`config.mk`:
```
export PLATFORM = sky130hd
export DESIGN_NAME = dio_ports
export DESIGN_NICKNAME = d
export VERILOG_FILES = /design/src/common/dio_pkg.sv /design/src/rtl/dio_pin_sync.sv /design/src/rtl/dio_ports.sv
export SDC_FILE = /design/constraint.sdc
export NUM_CORES = 1
export LEC_CHECK = 0
export ABC_AREA = 1
export BUFFER_PORTS_ARGS = -buffer_cell sky130_fd_sc_hd__buf_2
export CORE_MARGIN = 1
export CORE_UTILIZATION = 52
export DETAILED_ROUTE_END_ITERATION = 8
export PLACE_DENSITY = 0.82
export SYNTH_ARGS = -nofsm -noshare
export SYNTH_HDL_FRONTEND = slang
export SYNTH_SLANG_ARGS = --single-unit
export TNS_END_PERCENT = 100
```
`constraint.sdc`:
```
create_clock -name ref_clk_in -period 1.9 [get_ports ref_clk_in]
set_input_delay 0.095 -clock ref_clk_in [delete_from_list [all_inputs] [get_ports ref_clk_in]]
set_output_delay 0.095 -clock ref_clk_in [all_outputs]
set_load 0.02 [all_outputs]
```
`src/common/dio_pkg.sv`:
```
// Constants shared by the digital I/O port block: register indices, field widths, reset values.
// Assumes a byte-wide register port with one-cycle read latency and a single 20 MHz clock.
// Behaviour
// - Up to six ports of eight pins, each pin individually directed, read and written.
// - Pin level register returns the synchronised pin level, 0 low, 1 high.
// - Port-function output pins drive the output value register bit.
// - Direction bit 0 input, 1 output, applies in port and peripheral function.
// - Function select 0 gives the pin to the port, 1 to the peripheral.
// - Setting function select never changes the direction bit.
// - Pins with function select 1 never set interrupt flags on ports one and two.
// - Peripheral input follows pin while selected, holds last value once deselected.
// - Only ports one and two have per-pin enable and edge-selected interrupts.
// - Each interrupt port has one shared request line; flags show the source.
// - A pin flag is set when the chosen edge is seen at the pin.
// - Request is high while any flag and enable pair and global enable are set.
// - Hardware never clears flags; software write clears, writing 1 sets a flag.
// - Flags set on transitions only; a flag set during service keeps request high.
// - Output or direction writes making the chosen edge at a pin set its flag.
// - Edge select 0 picks rising, 1 picks falling edge.
// - Enable bit 1 lets its flag reach the request, 0 blocks it.
// - Edge select change toward the current pin level sets the flag.
package dio_pkg;
    localparam int unsigned NUM_PORTS = 6;
    localparam int unsigned NUM_IRQ_PORTS = 2;
    localparam int unsigned PORT_WIDTH = 8;
    localparam int unsigned ADDR_WIDTH = 8;
    localparam int unsigned EVENT_MIN_NS10 = 15;
    localparam int unsigned CLK_PERIOD_NS = 50;
    localparam logic [7:0] P1_BASE = 8'h20;
    localparam logic [7:0] P2_BASE = 8'h28;
    localparam logic [7:0] P3_BASE = 8'h18;
    localparam logic [7:0] P4_BASE = 8'h1C;
    localparam logic [7:0] P5_BASE = 8'h30;
    localparam logic [7:0] P6_BASE = 8'h34;
    localparam logic [2:0] OFS_PIN_LEVEL = 3'h0;
    localparam logic [2:0] OFS_OUTPUT_VALUE = 3'h1;
    localparam logic [2:0] OFS_DIRECTION = 3'h2;
    localparam logic [2:0] OFS_EDGE_FLAGS = 3'h3;
    localparam logic [2:0] OFS_EDGE_POLARITY = 3'h4;
    localparam logic [2:0] OFS_IRQ_ENABLE = 3'h5;
    localparam logic [2:0] OFS_FUNC_SEL_IRQ = 3'h6;
    localparam logic [2:0] OFS_FUNC_SEL_PLAIN = 3'h3;
    localparam logic [7:0] DIRECTION_RST = 8'h00;
    localparam logic [7:0] FUNC_SEL_RST = 8'h00;
    localparam logic [7:0] FLAGS_RST = 8'h00;
    localparam logic [7:0] IRQ_ENABLE_RST = 8'h00;
    localparam logic [7:0] READ_UNMAPPED = 8'h00;
endpackage

```
`src/rtl/dio_pin_sync.sv`:
```
// Two-stage synchroniser for a bank of pin inputs.
// Assumes the pins may change at any time relative to the clock.
`timescale 1ns/100ps
module dio_pin_sync #(
    parameter int unsigned WIDTH = 8
) (
    input wire logic ref_clk_in,
    input wire logic rst_n_in,
    input wire logic [WIDTH-1:0] pins_in,
    output logic [WIDTH-1:0] pins_sync_out
);
    typedef struct packed {
        logic [WIDTH-1:0] stage1;
        logic [WIDTH-1:0] stage2;
    } sync_s;

    sync_s state_r;
    sync_s state_nxt;

    always_comb begin
        state_nxt = state_r;
        state_nxt.stage1 = pins_in;
        state_nxt.stage2 = state_r.stage1;
    end

    always_ff @(posedge ref_clk_in) begin
        if (!rst_n_in) begin
            state_r <= '0;
        end else begin
            state_r <= state_nxt;
        end
    end

    assign pins_sync_out = state_r.stage2;
endmodule

```
`src/rtl/dio_ports.sv`:
```
// Digital I/O port block: six byte-wide ports, interrupts on the first two.
// Assumes a one-cycle byte register port and a core that supplies the global enable.
`timescale 1ns/100ps
module dio_ports #(
    parameter int unsigned NUM_PORTS = dio_pkg::NUM_PORTS
) (
    input wire logic ref_clk_in,
    input wire logic rst_n_in,
    input wire logic [dio_pkg::ADDR_WIDTH-1:0] reg_addr_in,
    input wire logic [7:0] reg_wdata_in,
    input wire logic reg_wr_in,
    input wire logic reg_rd_in,
    output logic [7:0] reg_rdata_out,
    input wire logic global_irq_enable_in,
    input wire logic [NUM_PORTS*8-1:0] pin_in,
    output logic [NUM_PORTS*8-1:0] pin_out,
    output logic [NUM_PORTS*8-1:0] pin_oe_out,
    input wire logic [NUM_PORTS*8-1:0] periph_out_in,
    output logic [NUM_PORTS*8-1:0] periph_in_out,
    output logic [dio_pkg::NUM_IRQ_PORTS-1:0] port_irq_out
);
    localparam int unsigned NP = NUM_PORTS;
    localparam int unsigned NI = dio_pkg::NUM_IRQ_PORTS;

    // The map and the interrupt logic serve between two and six ports only.
    if (NP < NI || NP > dio_pkg::NUM_PORTS) begin : g_bad_ports
        $error("NUM_PORTS must lie between 2 and 6");
    end

    typedef struct packed {
        logic [NP-1:0][7:0] output_value;
        logic [NP-1:0][7:0] direction;
        logic [NP-1:0][7:0] func_sel;
        logic [NI-1:0][7:0] flags;
        logic [NI-1:0][7:0] polarity;
        logic [NI-1:0][7:0] irq_enable;
        logic [NP-1:0][7:0] level_prev;
        logic [NP-1:0][7:0] periph_hold;
        logic [NP-1:0][7:0] pin_drive;
        logic [NP-1:0][7:0] pin_oe;
        logic [NI-1:0] irq;
        logic [7:0] rdata;
    } dio_s;

    dio_s state_r;
    dio_s state_nxt;
    logic [NP*8-1:0] pin_sync;
    logic [NP*8-1:0] level_now;
    logic [7:0] bases [6];

    assign bases[0] = dio_pkg::P1_BASE;
    assign bases[1] = dio_pkg::P2_BASE;
    assign bases[2] = dio_pkg::P3_BASE;
    assign bases[3] = dio_pkg::P4_BASE;
    assign bases[4] = dio_pkg::P5_BASE;
    assign bases[5] = dio_pkg::P6_BASE;

    dio_pin_sync #(
        .WIDTH(NP*8)
    ) u_sync (
        .ref_clk_in(ref_clk_in),
        .rst_n_in(rst_n_in),
        .pins_in(pin_in),
        .pins_sync_out(pin_sync)
    );

    // The pad loops the driven level back, so an output pin reads its own drive.
    assign level_now = pin_sync;

    always_comb begin
        logic [7:0] lvl;
        logic [7:0] prev;
        logic [7:0] rise;
        logic [7:0] fall;
        logic [7:0] edge_hit;
        logic [7:0] pol_set;
        logic [7:0] sw_set;
        logic [7:0] new_pol;
        logic hit;
        logic [2:0] ofs;
        lvl = '0;
        prev = '0;
        rise = '0;
        fall = '0;
        edge_hit = '0;
        pol_set = '0;
        sw_set = '0;
        new_pol = '0;
        hit = 1'b0;
        ofs = '0;
        state_nxt = state_r;
        state_nxt.rdata = dio_pkg::READ_UNMAPPED;
        for (int p = 0; p < NP; p++) begin
            lvl = level_now[p*8 +: 8];
            prev = state_r.level_prev[p];
            state_nxt.level_prev[p] = lvl;
            // Peripheral input tracks the pin only while the peripheral owns it.
            for (int b = 0; b < 8; b++) begin
                if (state_r.func_sel[p][b]) begin
                    state_nxt.periph_hold[p][b] = lvl[b];
                end
            end
            hit = (reg_addr_in[7:3] == bases[p][7:3])
                && (reg_addr_in[2] == bases[p][2] || p < NI);
            ofs = reg_addr_in[2:0] - bases[p][2:0];
            if (hit && reg_rd_in) begin
                case (ofs)
                    dio_pkg::OFS_PIN_LEVEL: state_nxt.rdata = lvl;
                    dio_pkg::OFS_OUTPUT_VALUE: state_nxt.rdata = state_r.output_value[p];
                    dio_pkg::OFS_DIRECTION: state_nxt.rdata = state_r.direction[p];
                    default: begin
                        if (p >= NI && ofs == dio_pkg::OFS_FUNC_SEL_PLAIN) begin
                            state_nxt.rdata = state_r.func_sel[p];
                        end else if (p < NI) begin
                            case (ofs)
                                dio_pkg::OFS_EDGE_FLAGS: state_nxt.rdata = state_r.flags[p];
                                dio_pkg::OFS_EDGE_POLARITY: state_nxt.rdata = state_r.polarity[p];
                                dio_pkg::OFS_IRQ_ENABLE: state_nxt.rdata = state_r.irq_enable[p];
                                dio_pkg::OFS_FUNC_SEL_IRQ: state_nxt.rdata = state_r.func_sel[p];
                                default: state_nxt.rdata = dio_pkg::READ_UNMAPPED;
                            endcase
                        end
                    end
                endcase
            end
            if (hit && reg_wr_in) begin
                case (ofs)
                    dio_pkg::OFS_OUTPUT_VALUE: state_nxt.output_value[p] = reg_wdata_in;
                    dio_pkg::OFS_DIRECTION: state_nxt.direction[p] = reg_wdata_in;
                    default: begin
                        if (p >= NI && ofs == dio_pkg::OFS_FUNC_SEL_PLAIN) begin
                            state_nxt.func_sel[p] = reg_wdata_in;
                        end else if (p < NI && ofs == dio_pkg::OFS_FUNC_SEL_IRQ) begin
                            state_nxt.func_sel[p] = reg_wdata_in;
                        end
                    end
                endcase
            end
            // Port function drives output value; peripheral function drives its own data.
            for (int b = 0; b < 8; b++) begin
                state_nxt.pin_drive[p][b] = state_nxt.func_sel[p][b]
                    ? periph_out_in[p*8+b] : state_nxt.output_value[p][b];
            end
            state_nxt.pin_oe[p] = state_nxt.direction[p];
        end
        for (int p = 0; p < NI; p++) begin
            lvl = level_now[p*8 +: 8];
            prev = state_r.level_prev[p];
            // Pin writes loop back through the pad, so they reach the flags as real edges.
            rise = lvl & ~prev;
            fall = ~lvl & prev;
            edge_hit = (state_r.polarity[p] & fall) | (~state_r.polarity[p] & rise);
            hit = (reg_addr_in[7:3] == bases[p][7:3]);
            ofs = reg_addr_in[2:0];
            pol_set = '0;
            sw_set = '0;
            new_pol = state_r.polarity[p];
            if (hit && reg_wr_in) begin
                case (ofs)
                    dio_pkg::OFS_EDGE_FLAGS: begin
                        state_nxt.flags[p] = reg_wdata_in;
                        sw_set = reg_wdata_in;
                    end
                    dio_pkg::OFS_EDGE_POLARITY: begin
                        new_pol = reg_wdata_in;
                        state_nxt.polarity[p] = reg_wdata_in;
                        // Only a real polarity write may set flags; the kept value is unknown at power-up.
                        pol_set = (~state_r.polarity[p] & new_pol & ~lvl)
                            | (state_r.polarity[p] & ~new_pol & lvl);
                    end
                    dio_pkg::OFS_IRQ_ENABLE: state_nxt.irq_enable[p] = reg_wdata_in;
                    default: sw_set = '0;
                endcase
            end
            // Hardware only sets flags, and a set in the clearing cycle wins.
            state_nxt.flags[p] = state_nxt.flags[p]
                | ((edge_hit | pol_set) & ~state_r.func_sel[p]);
            state_nxt.irq[p] = global_irq_enable_in
                && |(state_nxt.flags[p] & state_nxt.irq_enable[p]);
        end
    end

    always_ff @(posedge ref_clk_in) begin
        if (!rst_n_in) begin
            for (int p = 0; p < NP; p++) begin
                state_r.direction[p] <= dio_pkg::DIRECTION_RST;
                state_r.func_sel[p] <= dio_pkg::FUNC_SEL_RST;
                state_r.pin_oe[p] <= dio_pkg::DIRECTION_RST;
                state_r.level_prev[p] <= '0;
                state_r.periph_hold[p] <= '0;
                state_r.pin_drive[p] <= state_r.output_value[p];
            end
            for (int p = 0; p < NI; p++) begin
                state_r.flags[p] <= dio_pkg::FLAGS_RST;
                state_r.irq_enable[p] <= dio_pkg::IRQ_ENABLE_RST;
            end
            state_r.irq <= '0;
            state_r.rdata <= '0;
        end else begin
            state_r <= state_nxt;
        end
    end

    assign reg_rdata_out = state_r.rdata;
    assign pin_out = state_r.pin_drive;
    assign pin_oe_out = state_r.pin_oe;
    assign periph_in_out = state_r.periph_hold;
    assign port_irq_out = state_r.irq;
endmodule

```
[Word-level counts from Yosys, hierarchy flattened]
Index checks and enable logic that the tools add are counted.
Storage, ports and cells
  flip-flop bits (word level): 410
  bits in latches: 0
  RAM bits: 0
  bits in read-only memories: 0
  output and inout bits: 154
  word-level logic and storage cells: 283
  memories kept: 0
Operators by class
  $add $sub $neg: 1
  $mul: 0
  divide/modulo/power cells: 0
  order comparisons: 0
  equal/unequal tests: 13
  shifts and indexed selects: 0
  muxes and demuxes: 121
  bitwise logic cells: 38
  reduce and logical (&&, ||, !) cells: 26
Operators by type and width (count)
  8-bit 2-to-1 mux: 64
  8-bit AND: 20
  8-bit case mux with 3 select lines: 6
  106-bit 2-to-1 mux: 1
  8-bit NOT: 9
  8-bit bitwise OR: 8
  8-bit case mux with 4 select lines: 2
  1-bit 2-to-1 mux: 48
  1-bit logical AND: 18
  8-bit OR reduction: 2
  5-bit by 3-bit == test with 1-bit output, second input constant: 3
  3-bit by 2-bit == test with 1-bit output, second input constant: 4
  3-bit == test, second input constant: 3
  3-bit by 1-bit == test with 1-bit output, second input constant: 2
  3-bit logical NOT: 2
  3-bit AND reduction: 2
  5-bit by 2-bit == test with 1-bit output, second input constant: 1
  2-bit OR reduction: 2
  3-bit subtractor, second input constant: 1
  1-bit NOT: 1

[Longest topological paths before layout]
  word-level depth: 18
  gate-level depth with buffers: 15
  mapped depth without buffers: 14

[Modules after synthesis]
From an unflattened synthesis, not the netlist that was laid out.
Second synthesis, totals
  cell total of the unflattened synthesis: 2417
  area, all modules: 18413.9 um^2
By module, submodules not included
  dio_ports: instances 1, cells an instance 2118, area an instance 15653.8 um^2, sequential area each 6926.6 um^2
  dio_pin_sync: instances 1, cells an instance 299, area an instance 2760.1 um^2, sequential area each 1921.8 um^2

[Worst setup path before layout]
OpenSTA, ideal clock, no wires.
  kind: input port to flip-flop
  start: input reg_addr_in[5] (netlist bit)
  end: register state_r[218] (netlist bit), enable pin
  setup time: 0.383 ns
  data arrival time: 1.503 ns
  data required time: 1.517 ns
  setup slack: 0.013 ns
  stages: 7
  path buffers: 1
  cell sequence: inv_1 nor2_2 nand4_1 nor2_1 inv_2 clkbuf_1 nor3_1
On the way
  word-level cells in the longest chain between the ends: 3
Ends and longest elaborated chain
  start: declaration: RTL line dio_ports.sv:9  | input wire logic [dio_pkg::ADDR_WIDTH-1:0] reg_addr_in,
  5-bit by 3-bit == test with 1-bit output: RTL line dio_ports.sv:153  | hit = (reg_addr_in[7:3] == bases[p][7:3]);
  1-bit logical AND: RTL line dio_ports.sv:158  | if (hit && reg_wr_in) begin
  3-bit AND reduction (no source line)
  end signal: assignment: RTL line dio_ports.sv:200  | state_r <= state_nxt;
  end: declaration: RTL line dio_ports.sv:45  | dio_s state_r;
Every way passes these cells.
A chain may end at the register's enable or synchronous reset.

[Worst setup path in the final report]
  start: register state_r[219] (netlist bit)
  end: register state_r, in the netlist port_irq_out[0]
On the way
  word-level cells in the longest chain between the ends: 12
  elaborated cells on any way between the ends: 17
Ends and longest elaborated chain
  8-bit NOT: RTL line dio_ports.sv:152, dio_ports.sv:168
  8-bit AND (2 in a row): RTL line dio_ports.sv:168  | pol_set = (~state_r.polarity[p] & new_pol & ~lvl)
  8-bit bitwise OR: RTL line dio_ports.sv:169  | | (state_r.polarity[p] & ~new_pol & lvl);
  8-bit 2-to-1 mux: RTL line dio_ports.sv:159  | case (ofs)
  8-bit 2-to-1 mux: RTL line dio_ports.sv:158
  8-bit bitwise OR *: RTL line dio_ports.sv:177  | | ((edge_hit | pol_set) & ~state_r.func_sel[p]);
  8-bit AND *: RTL line dio_ports.sv:177
  8-bit bitwise OR *: RTL line dio_ports.sv:177
  8-bit AND *: RTL line dio_ports.sv:179  | && |(state_nxt.flags[p] & state_nxt.irq_enable[p]);
  8-bit OR reduction *: RTL line dio_ports.sv:179
  1-bit logical AND *: RTL line dio_ports.sv:179
Every way passes the cells marked *; elsewhere a longest branch is shown, timed or not.

==> qor.csv <==
stage,metric,value,unit
detailed_routing,Via density,5.594,
detailed_routing,drt total wl,66820,um
critical_path,Worst Setup SP,state_r[219],
global_route,initial antenna violation count,1,
status,status,completed,
power_and_ir_drop,power per cell area,884.7,nW/um^2
synthesis,Synth Area in Compound Gates,17.38,%
timing,Max Fclk,0.5600,GHz
timing,Final Skew,0.02573,ns
critical_path,Crit Path Max Fanout,3,
power_and_ir_drop,Sw Share,24.59,%
synthesis,Seq cells post-synth,410,
clock_network,postcts setup bufs,0,
power_and_ir_drop,Final Power,19.98,mW
synthesis,yosys warns,0,
clock_network,"Reg clk slew, reported paths",0.06,ns
power_and_ir_drop,Sw Pwr,4.914,mW
clock_network,hold_buf cts,106,
critical_path,reg2reg start,state_r[219],
synthesis,largest family of logic cells by synthesized area,simple AND/OR/NAND/NOR gates,
min_path,HP Start,reg_rd_in,
power_and_ir_drop,Max VDD drop,0.0008594,V
power_and_ir_drop,Int Power,15.07,mW
clock_network,# clock sinks,410,
synthesis,Synth area leader,dfxtp_1,
synthesis,Post-Synth XOR/XNOR Area,0,%
detailed_routing,DR WL/cell,20.58,um
detailed_routing,vias,18160,
detailed_routing,Iter 0 DRT Violations,2602,
floorplanning,Core Rows,68,
synthesis,Yosys cell types,31,
timing,final setup margin,0.1142,ns
clock_network,clk buf depth,3,
floorplanning,core area,34630,um^2
clock_network,post-cts sizing count,0,
synthesis,post-synthesis adder-cell area fraction,0,%
synthesis,register area share after synthesis,48.22,%
placement,PortBufs,270,
placement,post-place setup slack,-0.06598,ns
power_and_ir_drop,Clk network pwr share,45.1,%
synthesis,Synth Area in Simple Gates,17.65,%
placement,Placer Congestion,1.025,
floorplanning,initial core utilization,52.99,%
critical_path,crit path kind,flop to flop,
floorplanning,I/O pin total,271,
synthesis,Synth Net Count,2558,
layout,Post-Layout Cell Count,3246,
synthesis,synthesized area,18350,um^2
power_and_ir_drop,power share of the combinational group,8.8,%
clock_network,CTS tree,done,
global_route,total track usage,36.24,%
floorplanning,die width,189.8,um
layout,"most common cell after layout, fill and taps aside",nand2_1,
critical_path,crit start category,flop,
global_route,vias in the first global route,16860,
synthesis,post-synthesis cell count,2441,
critical_path,Required @ worst endpoint,2.35,ns
synthesis,"Avg Cell Area, Syn",7.517,um^2
synthesis,area share of the largest cell type after synthesis,37.75,%
layout,most frequent cells in the layout,"440 x nand2_1, 382 x inv_1, 346 x dfxtp_1",
power_and_ir_drop,proportion of power drawn by flip-flops and latches,46.1,%
layout,Nets,2871,
synthesis,post-synthesis mux area share,0,%
timing,Slew @ Worst Pin,0.4771,ns
placement,Final HPWL DP,48360,um
clock_network,Clk Tree Root Cell,clkbuf_16,
detailed_routing,DRC,0,
layout,layout cells sized above 1,18.85,%
timing,Slew HR,67.86,%
detailed_routing,TritonRoute pass-1 iters,8,
power_and_ir_drop,Leakage Power,10.68,nW
clock_network,CTS Buf Count,44,
run,# Max-Cap Violations,0,
floorplanning,die area,36040,um^2
timing,setup violators final,0,
placement,dpl cells,3057,
detailed_routing,post-route ant nets,0,
synthesis,most area-consuming cells after synthesis,"dfxtp_1 38%, edfxtp_1 10%, nand2_1 9.0%, inv_1 7.8%, o21ai_0 6.7%",
synthesis,Post-synth EDFFs,64,
floorplanning,Die Span Y,189.8,um
global_route,global-route wire length before repair,98580,um
global_route,largest net degree at the start of global routing,98,
global_route,total global routing overflow,0,
timing,final period utilization,93.99,%
timing,Final Hold Fails,0,
timing,count of pins over their slew limit,0,
timing,RSZ-0062 raised after global routing,no,
clock_network,# H-tree levels,2,
critical_path,crit end category,flop,
min_path,Worst Hold Class,input port to flop,
critical_path,Critical Path AT,2.23,ns
clock_network,worst-skew pair later-pin latency,0.57,ns
layout,synthesis-to-finish area growth,23.08,%
synthesis,ys flop type,dfxtp_1,
synthesis,Async SR Flop Fraction,0,%
timing,fin crit period,1.786,ns
worst max-delay path, stage by stage (launching register included):
cell      delay, ns
edfxtp_1       0.50
inv_1          0.15
a21oi_1        0.08
a21oi_1        0.14
nand3_1        0.09
nand2_1        0.12
nand2_1        0.11
nand2_1        0.07
nand2_1        0.07
nand2_1        0.07
nor2_1         0.05
a21oi_1        0.22
power by group through the flow:
stage          sequential (mW)  clock [mW]  combinational [mW]
3_3_place_gp              9.40           0                1.50
2_1_floorplan             9.35           0               0.917
6_report                  9.22        9.00                1.76
4_1_cts                   9.21        9.04                1.70
5_1_grt                   9.24        9.43                1.86
3_5_place_dp              9.40           0                1.52
layout make-up:
cell class / count / area (um^2)
Multi-Input combinational cell: 1383 / 6429
Tap cell: 455 / 569.3
Clock inverter: 26 / 256.5
Fill cell: 2884 / 12040
Clock buffer: 56 / 1270
Antenna cell: 1 / 2.502
Timing Repair Buffer: 526 / 3749
Inverter: 389 / 1460
Sequential cell: 410 / 8848
kinds of logic (layout without fill, tap and decap cells):
group,count (synthesis),after routing
AOI/OAI and AO/OA,581,581
buffers and inverters,648,997
and+or+nand+nor,802,802
other,0,1
DFF,410,410
synthesized netlist by cell type (2+ instances only):
| master | n |
|---|---|
| dfxtp_1 | 346 |
| edfxtp_1 | 64 |
| clkbuf_1 | 68 |
| inv_2 | 6 |
| nor3_2 | 2 |
| nor2_1 | 258 |
| nor2_4 | 7 |
| o2111ai_1 | 2 |
| a211oi_1 | 3 |
| o221ai_1 | 8 |
| nor3_1 | 7 |
| nand3_1 | 55 |
| o22ai_1 | 147 |
| o21ai_0 | 246 |
| o21ai_1 | 18 |
| o211ai_1 | 18 |
| buf_1 | 3 |
| inv_1 | 382 |
| nor2_2 | 7 |
| nand2_2 | 5 |
| nand2_1 | 440 |
| nand4_1 | 20 |
| a21oi_1 | 136 |
| buf_2 | 28 |
| buf_4 | 159 |
metal layers:
metal / share of wire, % / GRT usage, % / vias to the layer above
li1: - / - / 8350
met1: 40 / 49.87 / 8394
met2: 44 / 56.16 / 1225
met3: 12 / 6.124 / 190
met4: 4.0 / 15.14 / 0
met5: 0 / 0 / -
path summary, 6_finish.rpt:
kind / slack [ns] / end / cells past startpoint
worst max register to register: 0.11 / port_irq_out[0] / 11
worst min register to register: 0.41 / u_sync.pins_sync_out[25] / 2
worst max-delay path: 0.11 / port_irq_out[0] / 11
worst min-delay path: 0.09 / reg_rdata_out[3] / 6
metrics by stage:
step                area, um^2  util, %  setup TNS (ns)  hold WS [ns]
finish                   22580    65.22               0       0.09133
global route             22580    65.22               0       0.07417
CTS                      22580    65.21               0       0.06107
detailed placement       19990    57.74         -0.1070        0.2784
global placement         19990    57.74        -0.09328        0.2737
floorplan                18350        -               0        0.1926
No activity file was read; power rests on OpenSTA's default activity.
